File: src/core/spa_pkg.sv
// What this block does
// - Address and mask registers reset to zero
// - Receive and transmit flags form one request
// - Request passes only with both enables
// - Receive flag at stop or ninth bit
// - Bit 7 is framing error when selected
// - Bits 7 and 6 select serial mode
// - Bit 5 enables address recognition
// - Bit 4 gates the receiver
// - Bit 3 sent as ninth bit
// - Bit 2 captures stop or ninth bit
// - Transmit flag set after last data bit
// - Receive flag set after filtered frame
// - Eight-bit address and mask registers
// - Generator run bit starts the counter
// - Transmit clock source select bit
// - Receive clock source select bit
// - High or low rate generation select
// - Mode 0 variable or fixed rate
// - Reserved generator bits read as zero
// - Eight-bit reload register, resets zero
// - Given address match under mask
// - Broadcast address is address OR mask
// - Mode 2 rate is clock/32 or clock/16
////////////////////////////////////////////////////////////////////////////
// Purpose: constants and carriers of the serial port register block
// Assumes: byte-wide special function register access on sys_clk
// Notes: offsets are the register addresses of the core's SFR space
package spa_pkg;
  // Register addresses
  localparam logic [7:0] ADDR_RELOAD = 8'h91;
  localparam logic [7:0] ADDR_BGCTL = 8'h92;
  localparam logic [7:0] ADDR_SCTL = 8'h98;
  localparam logic [7:0] ADDR_SERIAL_BUFFER = 8'h99;
  localparam logic [7:0] ADDR_SADR = 8'ha9;
  localparam logic [7:0] ADDR_SMSK = 8'hb9;
  // Serial control bit positions
  localparam int B_MODE_LO = 7;
  localparam int B_MODE_HI = 6;
  localparam int B_MP_EN = 5;
  localparam int B_RX_EN = 4;
  localparam int B_TX9 = 3;
  localparam int B_RX9 = 2;
  localparam int B_TI = 1;
  localparam int B_RI = 0;
  // Generator control bit positions
  localparam int B_RUN = 4;
  localparam int B_TXSRC = 3;
  localparam int B_RXSRC = 2;
  localparam int B_HIRATE = 1;
  localparam int B_MODE0_RATE_SOURCE = 0;
  // Reset values
  localparam logic [7:0] RST_ADDR = 8'h00;
  localparam logic [7:0] RST_RELOAD = 8'h00;
  localparam logic [4:0] RST_BGCTL = 5'h00;
  localparam logic [7:0] RST_BYTE = 8'h00;
  // Ticks per bit: doubled rate, normal rate
  localparam logic [4:0] LAST_FAST = 5'h0f;
  localparam logic [4:0] LAST_SLOW = 5'h1f;
  localparam logic [4:0] MID_FAST = 5'h07;
  localparam logic [4:0] MID_SLOW = 5'h0f;
  // Low speed generator prescale, clocks per count
  localparam logic [2:0] LOW_DIV_LAST = 3'h5;
  // Frame lengths on the wire, start and stop included
  localparam logic [3:0] FRAME8 = 4'ha;
  localparam logic [3:0] FRAME9 = 4'hb;
  // Receive sample index of ninth or stop bit
  localparam logic [3:0] IDX_B8 = 4'h8;
  localparam logic [3:0] IDX_B9 = 4'h9;
  // Register access from the core
  typedef struct packed {
    logic [7:0] addr;
    logic [7:0] wdata;
    logic wr;
    logic rd;
  } spa_sfr_req_t;
  // Plain control inputs from other registers of the core
  typedef struct packed {
    logic framing_error_select;
    logic baud_double;
    logic serial_irq_enable;
    logic global_irq_enable;
  } spa_ctl_t;
endpackage : spa_pkg

File: src/core/spa_serial_port.sv
// Purpose: serial port registers, framer, address filter, baud generator
// Assumes: one clock, core registers written in a single cycle
// Notes: timer 1 overflow comes from logic on the same clock
`timescale 1ns/10ps
module spa_serial_port (
  input wire logic sys_clk,
  input wire logic rst_n,
  input spa_pkg::spa_sfr_req_t sfr,
  input spa_pkg::spa_ctl_t ctl,
  input wire logic timer1_overflow,
  input wire logic rxd,
  output logic [7:0] sfr_rdata,
  output logic txd,
  output logic serial_irq
);
  import spa_pkg::*;

  typedef enum logic {TX_IDLE, TX_SHIFT} spa_tx_t;
  typedef enum logic [1:0] {RX_IDLE, RX_START, RX_DATA} spa_rx_t;

  ////////////////////////////////////////////////////////////////////////
  // Register state
  logic mode_select_low, mode_select_high, multiproc_enable;
  logic rx_enable, tx_ninth_bit, rx_ninth_bit;
  logic tx_done_flag, rx_done_flag, framing_error_flag;
  logic [7:0] slave_own_address, slave_address_mask;
  logic [7:0] baud_reload_value, rx_buffer;
  logic [4:0] bgctl;
  // Decoded fields
  logic [1:0] mode;
  logic nine, fe_sel;
  logic wr_sctl, wr_serial_buffer;
  // Event strobes from the framers
  logic tx_fin_ev, rx_done_ev, fe_ev;
  logic [7:0] rx_data;
  logic rx_b8_val;

  // Mode field from bits 7 and 6
  assign mode = {mode_select_low, mode_select_high};
  assign nine = mode[1];
  assign fe_sel = ctl.framing_error_select;
  assign wr_sctl = sfr.wr && sfr.addr == ADDR_SCTL;
  assign wr_serial_buffer = sfr.wr && sfr.addr == ADDR_SERIAL_BUFFER;

  ////////////////////////////////////////////////////////////////////////
  // Serial control writes; bit 7 goes to the mode or the error flag
  always_ff @(posedge sys_clk or negedge rst_n) begin
    if (!rst_n) begin
      mode_select_low <= 1'b0;
      mode_select_high <= 1'b0;
      multiproc_enable <= 1'b0;
      rx_enable <= 1'b0;
      tx_ninth_bit <= 1'b0;
    end else if (wr_sctl) begin
      // Bit 7 is the mode bit only without error select
      if (!fe_sel) begin
        mode_select_low <= sfr.wdata[B_MODE_LO];
      end
      mode_select_high <= sfr.wdata[B_MODE_HI];
      multiproc_enable <= sfr.wdata[B_MP_EN];
      rx_enable <= sfr.wdata[B_RX_EN];
      tx_ninth_bit <= sfr.wdata[B_TX9];
    end
  end

  // Flags: a hardware set in the same cycle beats a software write
  always_ff @(posedge sys_clk or negedge rst_n) begin
    if (!rst_n) begin
      tx_done_flag <= 1'b0;
      rx_done_flag <= 1'b0;
      framing_error_flag <= 1'b0;
      rx_ninth_bit <= 1'b0;
    end else begin
      // Transmit flag set after last data bit
      if (tx_fin_ev) begin
        tx_done_flag <= 1'b1;
      end else if (wr_sctl) begin
        tx_done_flag <= sfr.wdata[B_TI];
      end
      // Receive flag set by accepted frame
      if (rx_done_ev) begin
        rx_done_flag <= 1'b1;
      end else if (wr_sctl) begin
        rx_done_flag <= sfr.wdata[B_RI];
      end
      // Error flag set by hardware, cleared by software
      if (fe_ev) begin
        framing_error_flag <= 1'b1;
      end else if (wr_sctl && fe_sel && !sfr.wdata[B_MODE_LO]) begin
        framing_error_flag <= 1'b0;
      end
      // Capture stop or ninth bit; mode 0 leaves it
      if (rx_done_ev && mode != 2'd0) begin
        rx_ninth_bit <= rx_b8_val;
      end else if (wr_sctl) begin
        rx_ninth_bit <= sfr.wdata[B_RX9];
      end
    end
  end

  // Address, mask, reload and generator control
  always_ff @(posedge sys_clk or negedge rst_n) begin
    if (!rst_n) begin
      slave_own_address <= RST_ADDR;
      slave_address_mask <= RST_ADDR;
      baud_reload_value <= RST_RELOAD;
      bgctl <= RST_BGCTL;
    end else if (sfr.wr) begin
      if (sfr.addr == ADDR_SADR) slave_own_address <= sfr.wdata;
      if (sfr.addr == ADDR_SMSK) slave_address_mask <= sfr.wdata;
      if (sfr.addr == ADDR_RELOAD) baud_reload_value <= sfr.wdata;
      // Reserved upper bits are not stored
      if (sfr.addr == ADDR_BGCTL) bgctl <= sfr.wdata[4:0];
    end
  end

  // Received byte lands in the buffer
  always_ff @(posedge sys_clk or negedge rst_n) begin
    if (!rst_n) begin
      rx_buffer <= RST_BYTE;
    end else if (rx_done_ev) begin
      rx_buffer <= rx_data;
    end
  end

  ////////////////////////////////////////////////////////////////////////
  // Registered read mux; unmapped addresses read zero
  always_ff @(posedge sys_clk or negedge rst_n) begin
    if (!rst_n) begin
      sfr_rdata <= RST_BYTE;
    end else if (sfr.rd) begin
      unique case (sfr.addr)
        ADDR_SCTL: sfr_rdata <= {fe_sel ? framing_error_flag :
          mode_select_low, mode_select_high, multiproc_enable,
          rx_enable, tx_ninth_bit, rx_ninth_bit, tx_done_flag,
          rx_done_flag};
        ADDR_SERIAL_BUFFER: sfr_rdata <= rx_buffer;
        ADDR_SADR: sfr_rdata <= slave_own_address;
        ADDR_SMSK: sfr_rdata <= slave_address_mask;
        ADDR_RELOAD: sfr_rdata <= baud_reload_value;
        ADDR_BGCTL: sfr_rdata <= {3'h0, bgctl};
        default: sfr_rdata <= RST_BYTE;
      endcase
    end
  end

  ////////////////////////////////////////////////////////////////////////
  // One request, gated by both enables
  always_ff @(posedge sys_clk or negedge rst_n) begin
    if (!rst_n) begin
      serial_irq <= 1'b0;
    end else begin
      serial_irq <= (tx_done_flag | rx_done_flag) &
        ctl.serial_irq_enable & ctl.global_irq_enable;
    end
  end

  ////////////////////////////////////////////////////////////////////////
  // Internal baud generator
  logic [7:0] brg_cnt;
  logic [2:0] brg_pre;
  logic brg_tick, brg_step;
  // High rate counts every clock, low rate every sixth
  assign brg_step = bgctl[B_HIRATE] || brg_pre == LOW_DIV_LAST;

  always_ff @(posedge sys_clk or negedge rst_n) begin
    if (!rst_n) begin
      brg_pre <= 3'h0;
    end else if (!bgctl[B_RUN] || brg_pre == LOW_DIV_LAST) begin
      brg_pre <= 3'h0;
    end else begin
      brg_pre <= brg_pre + 3'h1;
    end
  end

  // Count up from reload, tick on overflow
  always_ff @(posedge sys_clk or negedge rst_n) begin
    if (!rst_n) begin
      brg_cnt <= RST_RELOAD;
      brg_tick <= 1'b0;
    end else if (!bgctl[B_RUN]) begin
      brg_cnt <= baud_reload_value;
      brg_tick <= 1'b0;
    end else if (brg_step) begin
      brg_tick <= brg_cnt == 8'hff;
      brg_cnt <= brg_cnt == 8'hff ? baud_reload_value : brg_cnt + 8'h01;
    end else begin
      brg_tick <= 1'b0;
    end
  end

  // Tick sources per direction; mode 2 runs off the clock itself
  logic tx_tick, rx_tick;
  logic [4:0] sub_last, sub_mid;
  always_comb begin
    tx_tick = 1'b1;
    rx_tick = 1'b1;
    if (mode == 2'd0) begin
      // Mode 0 variable or fixed rate
      tx_tick = bgctl[B_MODE0_RATE_SOURCE] ? brg_tick : 1'b1;
      rx_tick = tx_tick;
    end else if (mode != 2'd2) begin
      // Generator or timer 1 per direction
      tx_tick = bgctl[B_TXSRC] ? brg_tick : timer1_overflow;
      rx_tick = bgctl[B_RXSRC] ? brg_tick : timer1_overflow;
    end
  end
  // Doubling halves the ticks per bit: 16 or 32
  assign sub_last = ctl.baud_double ? LAST_FAST : LAST_SLOW;
  assign sub_mid = ctl.baud_double ? MID_FAST : MID_SLOW;

  ////////////////////////////////////////////////////////////////////////
  // Transmitter: start, data LSB first, optional ninth, stop
  spa_tx_t tx_state;
  logic [10:0] tx_shift;
  logic [3:0] tx_left;
  logic [4:0] tx_sub;
  logic tx_bit_end;
  assign tx_bit_end = tx_tick && tx_sub == sub_last;
  // Flag rises as the stop bit begins, last data bit sent
  assign tx_fin_ev = tx_state == TX_SHIFT && tx_bit_end &&
    tx_left == 4'h2;

  // A write while busy restarts the frame; software waits for the flag
  always_ff @(posedge sys_clk or negedge rst_n) begin
    if (!rst_n) begin
      tx_state <= TX_IDLE;
      tx_shift <= 11'h7ff;
      tx_left <= 4'h0;
      tx_sub <= 5'h00;
    end else if (wr_serial_buffer) begin
      tx_state <= TX_SHIFT;
      tx_shift <= {1'b1, nine ? tx_ninth_bit : 1'b1, sfr.wdata, 1'b0};
      tx_left <= nine ? FRAME9 : FRAME8;
      tx_sub <= 5'h00;
    end else if (tx_state == TX_SHIFT && tx_tick) begin
      tx_sub <= tx_bit_end ? 5'h00 : tx_sub + 5'h01;
      if (tx_bit_end) begin
        tx_shift <= {1'b1, tx_shift[10:1]};
        tx_left <= tx_left - 4'h1;
        if (tx_left == 4'h1) tx_state <= TX_IDLE;
      end
    end
  end

  // Line driven from a flop; idle high
  always_ff @(posedge sys_clk or negedge rst_n) begin
    if (!rst_n) begin
      txd <= 1'b1;
    end else begin
      txd <= tx_state == TX_SHIFT ? tx_shift[0] : 1'b1;
    end
  end

  ////////////////////////////////////////////////////////////////////////
  // Receiver: two-flop synchroniser, then edge detect on stage two
  logic rx_meta, rx_in, rx_prev;
  always_ff @(posedge sys_clk or negedge rst_n) begin
    if (!rst_n) begin
      rx_meta <= 1'b1;
      rx_in <= 1'b1;
      rx_prev <= 1'b1;
    end else begin
      rx_meta <= rxd;
      rx_in <= rx_meta;
      rx_prev <= rx_in;
    end
  end

  spa_rx_t rx_state;
  logic [4:0] rx_sub;
  logic [3:0] rx_cnt;
  logic rx_b8, rx_sample, rx_last, stop_seen;
  logic addr_given, addr_bcast, accept;
  logic [7:0] bcast;
  assign rx_sample = rx_tick && rx_sub == sub_mid;
  // Finish at ninth bit, or at stop in 8-bit modes or when checked
  assign stop_seen = !(nine && rx_cnt == IDX_B8);
  assign rx_last = rx_state == RX_DATA && rx_sample &&
    ((rx_cnt == IDX_B8 && !(nine && fe_sel)) || rx_cnt == IDX_B9);
  assign rx_b8_val = rx_cnt == IDX_B8 ? rx_in : rx_b8;
  // Given address: equal where mask is one
  assign addr_given = ((rx_data ^ slave_own_address) &
    slave_address_mask) == 8'h00;
  // Broadcast: OR of address and mask
  assign bcast = slave_own_address | slave_address_mask;
  assign addr_bcast = ((rx_data ^ bcast) & bcast) == 8'h00;
  // Filter only with recognition on, never in mode 0
  assign accept = !(multiproc_enable && mode != 2'd0) ||
    (rx_b8_val && (addr_given || addr_bcast));
  // Receive flag only for an accepted frame
  assign rx_done_ev = rx_last && accept;
  // Invalid stop flags an error when selected
  assign fe_ev = rx_last && stop_seen && !rx_in && fe_sel;

  // Frames start only while the receiver is enabled
  always_ff @(posedge sys_clk or negedge rst_n) begin
    if (!rst_n) begin
      rx_state <= RX_IDLE;
      rx_sub <= 5'h00;
      rx_cnt <= 4'h0;
      rx_data <= RST_BYTE;
      rx_b8 <= 1'b0;
    end else begin
      unique case (rx_state)
        RX_IDLE: begin
          rx_sub <= 5'h00;
          rx_cnt <= 4'h0;
          if (rx_enable && rx_prev && !rx_in) rx_state <= RX_START;
        end
        RX_START, RX_DATA: begin
          if (rx_tick) begin
            rx_sub <= rx_sub == sub_last ? 5'h00 : rx_sub + 5'h01;
          end
          if (!rx_enable) begin
            rx_state <= RX_IDLE;
          end else if (rx_sample && rx_state == RX_START) begin
            // False start on a high sample
            rx_state <= rx_in ? RX_IDLE : RX_DATA;
          end else if (rx_sample) begin
            rx_cnt <= rx_cnt + 4'h1;
            if (rx_cnt < IDX_B8) rx_data <= {rx_in, rx_data[7:1]};
            if (rx_cnt == IDX_B8) rx_b8 <= rx_in;
            if (rx_last) rx_state <= RX_IDLE;
          end
        end
      endcase
    end
  end
endmodule : spa_serial_port

File: config.mk
export PLATFORM = sky130hd
export DESIGN_NAME = spa_serial_port
export DESIGN_NICKNAME = d
export VERILOG_FILES = /design/src/core/spa_pkg.sv /design/src/core/spa_serial_port.sv
export SDC_FILE = /design/constraint.sdc
export NUM_CORES = 1
export LEC_CHECK = 0
export BUFFER_PORTS_ARGS = -buffer_cell sky130_fd_sc_hd__buf_2
export CORE_MARGIN = 3
export CORE_UTILIZATION = 63
export CTS_BUF_LIST = sky130_fd_sc_hd__clkbuf_8
export DETAILED_ROUTE_END_ITERATION = 10
export PLACE_DENSITY = 0.89
export SLEW_MARGIN = 5
export SYNTH_ARGS = -nofsm -noshare
export SYNTH_HDL_FRONTEND = slang
export SYNTH_SLANG_ARGS = --single-unit
File: constraint.sdc
create_clock -name sys_clk -period 2.57 [get_ports sys_clk]
set_input_delay 0.1285 -clock sys_clk [delete_from_list [all_inputs] [get_ports sys_clk]]
set_output_delay 0.1285 -clock sys_clk [all_outputs]
set_load 0.01 [all_outputs]
==> results of run 1 <==
kinds of logic (layout without fill, tap and decap cells):
group	Yosys count	count (layout)
compound gates	103	103
fa+ha+maj	14	14
flops	111	111
simple gates	159	159
xor+xnor	17	17
mux	85	85
buf+inv	35	85
area by class of cell:
type	instances	area share
multi-input combinational	378	0.445
clock inverter	6	0.00989
sequential	111	0.442
tap	108	0.0214
timing repair buffer	52	0.0499
clock buffer	10	0.0218
inverter	17	0.0101
how the worst max path moves through the flow:
stage,startpoint,end,slack [ns]
3_5_place_dp,rx_cnt[0],rx_buffer[7],0.47
5_1_grt,rx_cnt[0],rx_buffer[3],0.28
4_1_cts,rx_cnt[0],rx_buffer[7],0.44
6_report,rx_cnt[0],rx_buffer[7],0.38
2_1_floorplan,mode_select_low,rx_data[0],0.64
3_3_place_gp,mode_select_low,rx_data[1],0.56
layout by cell type (no fill, tap or decap), types with 17 or more instances in the layout:
cell	count
nand2_1	27
dfrtp_1	97
a21oi_1	26
mux2_2	54
buf_2	34
nor2_1	49
mux2i_1	31
inv_1	17
o21ai_0	23
through the flow:
step,cell area [sq um],cells,util,worst slack [ns],total power (uW)
after floorplan,5750,524,-,0.644,2300
after global placement,6080,662,0.691,0.560,2450
after CTS,6320,682,0.718,0.441,3520
after global routing,6320,682,0.718,0.279,3660
after detailed placement,6080,662,0.691,0.466,2490
final,6320,682,0.718,0.377,3500
registers in the layout, indices dropped and copies added (netlist names), 2 cells and up:
signal	cells
rx_data	8
rx_state	2
slave_own_address	8
tx_sub	5
tx_left	4
rx_cnt	4
slave_address_mask	8
brg_pre	3
sfr_rdata	8
tx_shift	10
baud_reload_value	8
rx_buffer	8
rx_sub	5
bgctl	5
brg_cnt	8
routing by layer:
metal / vias up / GRT usage / routed length [um] / part of all wire
li1: 1995 / - / - / -
met1: 2176 / 0.362 / 5570 / 0.41
met2: 200 / 0.467 / 6820 / 0.50
met3: 43 / 0.0537 / 856 / 0.062
met4: 0 / 0.118 / 495 / 0.036
met5: - / 0 / 0 / 0
power groups by stage:
stage	combinational, uW	sequential, uW	clock (uW)
after floorplan	322	1980	0
after global placement	453	2000	0
after detailed placement	484	2010	0
after CTS	489	1980	1050
after global routing	550	1990	1120
final	488	1980	1040
critical path, stage by stage, from the launching register on:
cell and delay (ns):
dfrtp_1 0.43, inv_1 0.11, ha_1 0.18, a21boi_0 0.26, o21ai_0 0.24, a2111oi_4 0.31
o31ai_4 0.22, mux2_2 0.33
what timing repair did:
item                      in CTS  in global routing
hold endpoints to repair      44                  0
hold buffers                   4                  0
gates resized for setup        0                  0
setup buffers                  0                  0
==> key figures, run 1 <==
Status
  • Status: finished, final reports clean

GRT
  • Largest net degree at the start of global routing: between 50 and 60
  • GR Overflow Total: 0
  • Initial antenna violation count: 0
  • First-pass GRT wire length: 22,400 um
  • GRT Util Overall: 0.281
  • Vias in the first global route: 4,432

Logic synthesis
  • Async SR Flop Fraction: 1.00
  • Simple-gate share of the synthesized area: 0.149
  • Ys flop type: dfrtp_1
  • Synthesized area: 5750 sq um
  • Most instantiated cells after synthesis: dfrtp_1, mux2_2, nor2_1
  • Sequential fraction of the synthesis area: 0.486
  • Mapped Cells: ~520
  • Synth cell types: 65
  • Ys Warns: 0
  • Post-Synth Adder-Cell Area: 0.0305
  • Most common cell in the netlist: dfrtp_1
  • Synth area leader: dfrtp_1
  • Compound-cell area share of the yosys netlist: 0.123
  • Post-synth EDFFs: 0
  • Post-synth top area share: 0.422
  • Mapped Nets: ~560
  • Xor/xnor share of the synthesized area: 0.0259
  • #FFs+latches synth: 111
  • Mux cell area share after synthesis: 0.160
  • Synth Area per Inst: around 11 sq um
  • Main combinational cell family by area after synthesis: multiplexers
  • Ranking of synthesized cells by area: dfrtp_1, mux2_2, dfstp_2

Hold path
  • Hold Startpoint: sfr[2]
  • Hold crit path type: in2reg
  • WHS Endpoint: tx_shift[1]
  • Hold depth: 3

Clock network
  • CTS Root Cell: clkbuf_8
  • Clk sinks: about 110
  • CTS tree: done
  • Worst-Skew Late Latency: about 0.38 ns
  • CTS buffer count: 9
  • CTS H-tree lvls: 3
  • Clock transition at path regs: about 0.11 ns
  • CTS max path bufs: 2

Die
  • Ports: 36
  • Core area: between 8000 and 9000 sq um
  • Chip Width: about 100 um
  • Die Area: roughly 10,000 sq um
  • Die H: 102 um
  • Std cell rows: 34
  • Starting Density: 0.653

Power
  • VDD IR max: about 380 uV
  • Clock share of power: 0.295
  • Switch share: 0.291
  • Comb pwr share: 0.139
  • Int Pwr: 2480 uW
  • P_sw: roughly 1000 uW
  • Leak pwr: roughly 0.0030 uW
  • Sequential power share: 0.565
  • Cell area power density: 554 nW/um^2

Setup path
  • Capturing point of the worst reg2reg path: rx_buffer[7]
  • R2r worst-path depth: 7
  • Critical Path AT: 2.45 ns
  • Reg2Reg Setup Slack: approximately 0.38 ns
  • Worst Setup End Kind: register
  • Worst path required time: 2.83 ns
  • Worst setup SP type: register
  • Worst Path Max Fanout: 9
  • WS Path Type: reg2reg
  • R2r startpoint: rx_cnt[0]

Timing
  • Setup repair after global routing missed its margin: no
  • Final period util: 0.853
  • Setup TNS: 0 ns
  • Fin crit period: around 2.2 ns
  • WHS: 0.0626 ns
  • Worst-margin pin slew: between 0.6 and 0.7 ns
  • Final count of hold timing violations: 0
  • Achievable Freq: ~460 MHz
  • Rel. slew slack: 0.568
  • Setup Viol. Count Final: 0
  • Count of final max-slew check failures: 0
  • Worst clock skew: 0.0135 ns

Place
  • DP Wirelength: roughly 10000 um
  • Placer Congestion: approximately 0.92
  • Port Buf Inserts: 35

Finish
  • Antenna cells: 0
  • Nets: slightly above 600
  • Multi-input logic area: 2820 sq um
  • FF/Latch Area: around 2800 sq um
  • Share of cells above drive strength 1: 0.256
  • Area grow syn2layout: 9.99%
  • Fill count: 558

Detailed routing
  • Final wirelength: between 10,000 and 15,000 um
  • DRT iter0 DRCs: ~400
  • DR vias/cell: 6.47
  • DR DRC count: 0
  • Antenna violation net count after detailed routing: 0
  • Via count: between 4,000 and 5,000
  • Post-DR wirelength/cell: about 20 um
  • First drt pass iteration count: 5

Job
  • Max-cap viol count: 0
No activity file was read; power rests on OpenSTA's default activity.
==> run 2, diff against run 1 <==
Settings changed: ABC_AREA set to 1, CORE_UTILIZATION 63 to 68, PLACE_DENSITY 0.89 to 0.95.
Clock period 2.57 ns to 2.7 ns, I/O delays scaled along.
==> key figures, run 2 <==
Detailed routing
  • Final wirelength: between 10,000 and 15,000 um
  • DRT iter0 DRCs: between 300 and 400
  • First drt pass iteration count: 5
  • Antenna violation net count after detailed routing: 0
  • Post-DR wirelength/cell: roughly 16 um
  • DR vias/cell: just under 6
  • DR DRC count: 0
  • Via count: 5,110

Timing
  • Setup repair after global routing missed its margin: no
  • Setup TNS: 0 ns
  • Setup Viol. Count Final: 0
  • Achievable Freq: around 470 MHz
  • Final count of hold timing violations: 0
  • Worst-margin pin slew: roughly 0.8 ns
  • Count of final max-slew check failures: 0
  • Rel. slew slack: 0.480
  • Final period util: 0.793
  • Fin crit period: between 2 and 2.5 ns
  • Worst clock skew: approximately 0.013 ns

Power
  • VDD IR max: 425 uV
  • Total power draw: approximately 3700 uW
  • Cell area power density: ~600 nW/um^2
  • Leak pwr: a little under 0.003 uW

Clock network
  • CTS H-tree lvls: 3
  • CTS max path bufs: 2
  • Post-CTS Setup Repair Bufs: 0
  • Post-CTS Hold Fix Bufs: 2
  • CTS tree: done
  • CTS Root Cell: clkbuf_8
  • Worst-Skew Late Latency: ~0.39 ns
  • Clock transition at path regs: approximately 0.11 ns
  • Clk sinks: ~110
  • CTS buffer count: 9
  • Resize count post-CTS: 0

Place
  • DP Wirelength: between 9000 and 10,000 um
  • DP Area: 5940 sq um
  • Port Buf Inserts: 35
  • Placer Congestion: ~0.97

Finish
  • Max reg flops: 10
  • Finished Cell Area: between 6000 and 7000 sq um
  • Fill count: between 500 and 600
  • Most frequent cells in the layout: nand2_1, dfrtp_1, inv_1, o21ai_0, nor2_1
  • Area grow syn2layout: 8.06%
  • Share of cells above drive strength 1: 0.120
  • Reg with most FFs: tx_shift
  • Nets: between 700 and 800
  • Antenna cells: 0
  • Leading cell type in the layout, fill and taps excluded: nand2_1

Status
  • Status: finished, final reports clean

GRT
  • Vias in the first global route: just under 5,000
  • First-pass GRT wire length: ~23,000 um
  • Largest net degree at the start of global routing: between 60 and 70
  • Initial antenna violation count: 0
  • GR Overflow Total: 0
  • GRT Util Overall: 0.295

Setup path
  • Largest delay share family, worst path: simple AND/OR/NAND/NOR gates
  • Capturing point of the worst reg2reg path: brg_cnt[2]
  • Slowest-stage cell, CP: nor2_1
  • Crit path from: brg_cnt[0]
  • Worst Path Max Fanout: 15
  • R2r startpoint: brg_cnt[0]
  • Critical Path AT: around 2.4 ns
  • Worst path most repeated cell: nor2_1
  • Worst path bufs/invs: 1
  • WS Path Type: reg2reg
  • Worst path depth: 9
  • Worst Setup End Kind: register
  • Worst path required time: a little under 3 ns
  • Cell Chain, Critical Path: ha_1 > nand2_1 > nor2_1 > nand3_1 > nor2_1 > nor2_1 > inv_1 > o21ai_0 > a21oi_1
  • Worst setup path end: brg_cnt[2]
  • Reg2Reg Setup Slack: ~0.56 ns
  • Crit path largest cell delay: 0.59 ns
  • Worst setup SP type: register
  • R2r worst-path depth: 9

Logic synthesis
  • Synth area leader: dfrtp_1
  • Synth Area per Inst: a little under 8 sq um
  • Synthesized area: 5680 sq um
  • Ys flop type: dfrtp_1
  • Mapped Nets: between 700 and 800
  • Sequential fraction of the synthesis area: 0.492
  • Ranking of synthesized cells by area: dfrtp_1, nand2_1, o21ai_0
  • Async SR Flop Fraction: 1.00
  • Most common cell in the netlist: nand2_1
  • #FFs+latches synth: approximately 110
  • Mapped Cells: 714
  • Post-synth EDFFs: 0
  • Ys Warns: 0
  • Post-synth top area share: 0.427
  • Most instantiated cells after synthesis: nand2_1, dfrtp_1, inv_1
  • Synth cell types: 38

Die
  • Chip Width: around 100 um
  • Die H: around 100 um
  • Die Area: between 9000 and 10,000 sq um
  • Ports: 36
  • Core area: 7930 sq um
  • Std cell rows: 32
  • Starting Density: 0.717

Job
  • Max-cap viol count: 0

Hold path
  • Hold crit path type: in2reg
==> run 2: changes by cell type after synthesis, moves of 6 or more <==
cell and change:
nand2_2 +6, mux2i_1 -31, nor2b_1 -9, inv_1 +69, mux2_2 -54, nand3_1 +34
xor2_1 -10, o21ai_0 +59, and2_1 -6, a221oi_1 -6, nand2_1 +166, nand2b_1 -6
o21ai_1 +14
==> run 2: through the flow <==
| step | hold slack [ns] | std cells | setup slack (ns) | util |
|---|---|---|---|---|
| 3_3_place_gp | 0.241 | 840 | 0.734 | 0.749 |
| 3_5_place_dp | 0.241 | 840 | 0.580 | 0.749 |
| 6_report | 0.0144 | 858 | 0.560 | 0.775 |
| 4_1_cts | 0.00255 | 858 | 0.566 | 0.775 |
| 2_1_floorplan | -0.161 | 714 | 1.07 | - |
| 5_1_grt | 0.0214 | 858 | 0.341 | 0.775 |
==> run 2: worst min path at each step <==
stage / from / to / slack [ns] / depth (start not counted)
global placement: rxd / rx_meta / 0.24 / 1
global route: ctl[0] / serial_irq / 0.02 / 3
floorplan: rst_n / baud_reload_value[0] / -0.16 / 0
CTS: ctl[0] / serial_irq / 0.003 / 3
finish: ctl[0] / serial_irq / 0.01 / 3
detailed placement: rxd / rx_meta / 0.24 / 1
==> run 2: logic make-up after synthesis <==
kind of cell               after synthesis  synth area share
AOI/OAI and AO/OA                      151             0.143
xor gates and xnor gates                 6           0.00925
adders and majority gates               14            0.0308
DFF                                    111             0.492
and+or+nand+nor                        327             0.250
buffers and inverters                  105            0.0746
==> run 2: cell type report <==
class,count,area (sq um),share of cell area
multi-input combinational,498,2460,0.401
sequential,111,2800,0.455
clock buffer,10,138,0.0224
inverter,92,345,0.0562
clock inverter,6,46.3,0.00754
tap,102,128,0.0208
timing repair buffer,39,225,0.0367
==> run 2: power breakdown <==
group	switching [uW]	internal (uW)	total [uW]
combinational	478	275	753
clock	586	366	952
sequential	153	1860	2010
==> run 2: worst register-to-register path: stages, from the launching register on <==
cell     delay (ns)
dfrtp_1        0.43
ha_1           0.22
nand2_1        0.09
nor2_1         0.06
nand3_1        0.10
nor2_1         0.07
nor2_1         0.59
inv_1          0.18
o21ai_0        0.20
a21oi_1        0.10
==> run 2: metal layers <==
| layer | GRT usage | wire length, um |
|---|---|---|
| met5 | 0 | 0 |
| met4 | 0.0884 | 321 |
| met3 | 0.0546 | 1030 |
| met2 | 0.496 | 6780 |
| met1 | 0.394 | 5400 |
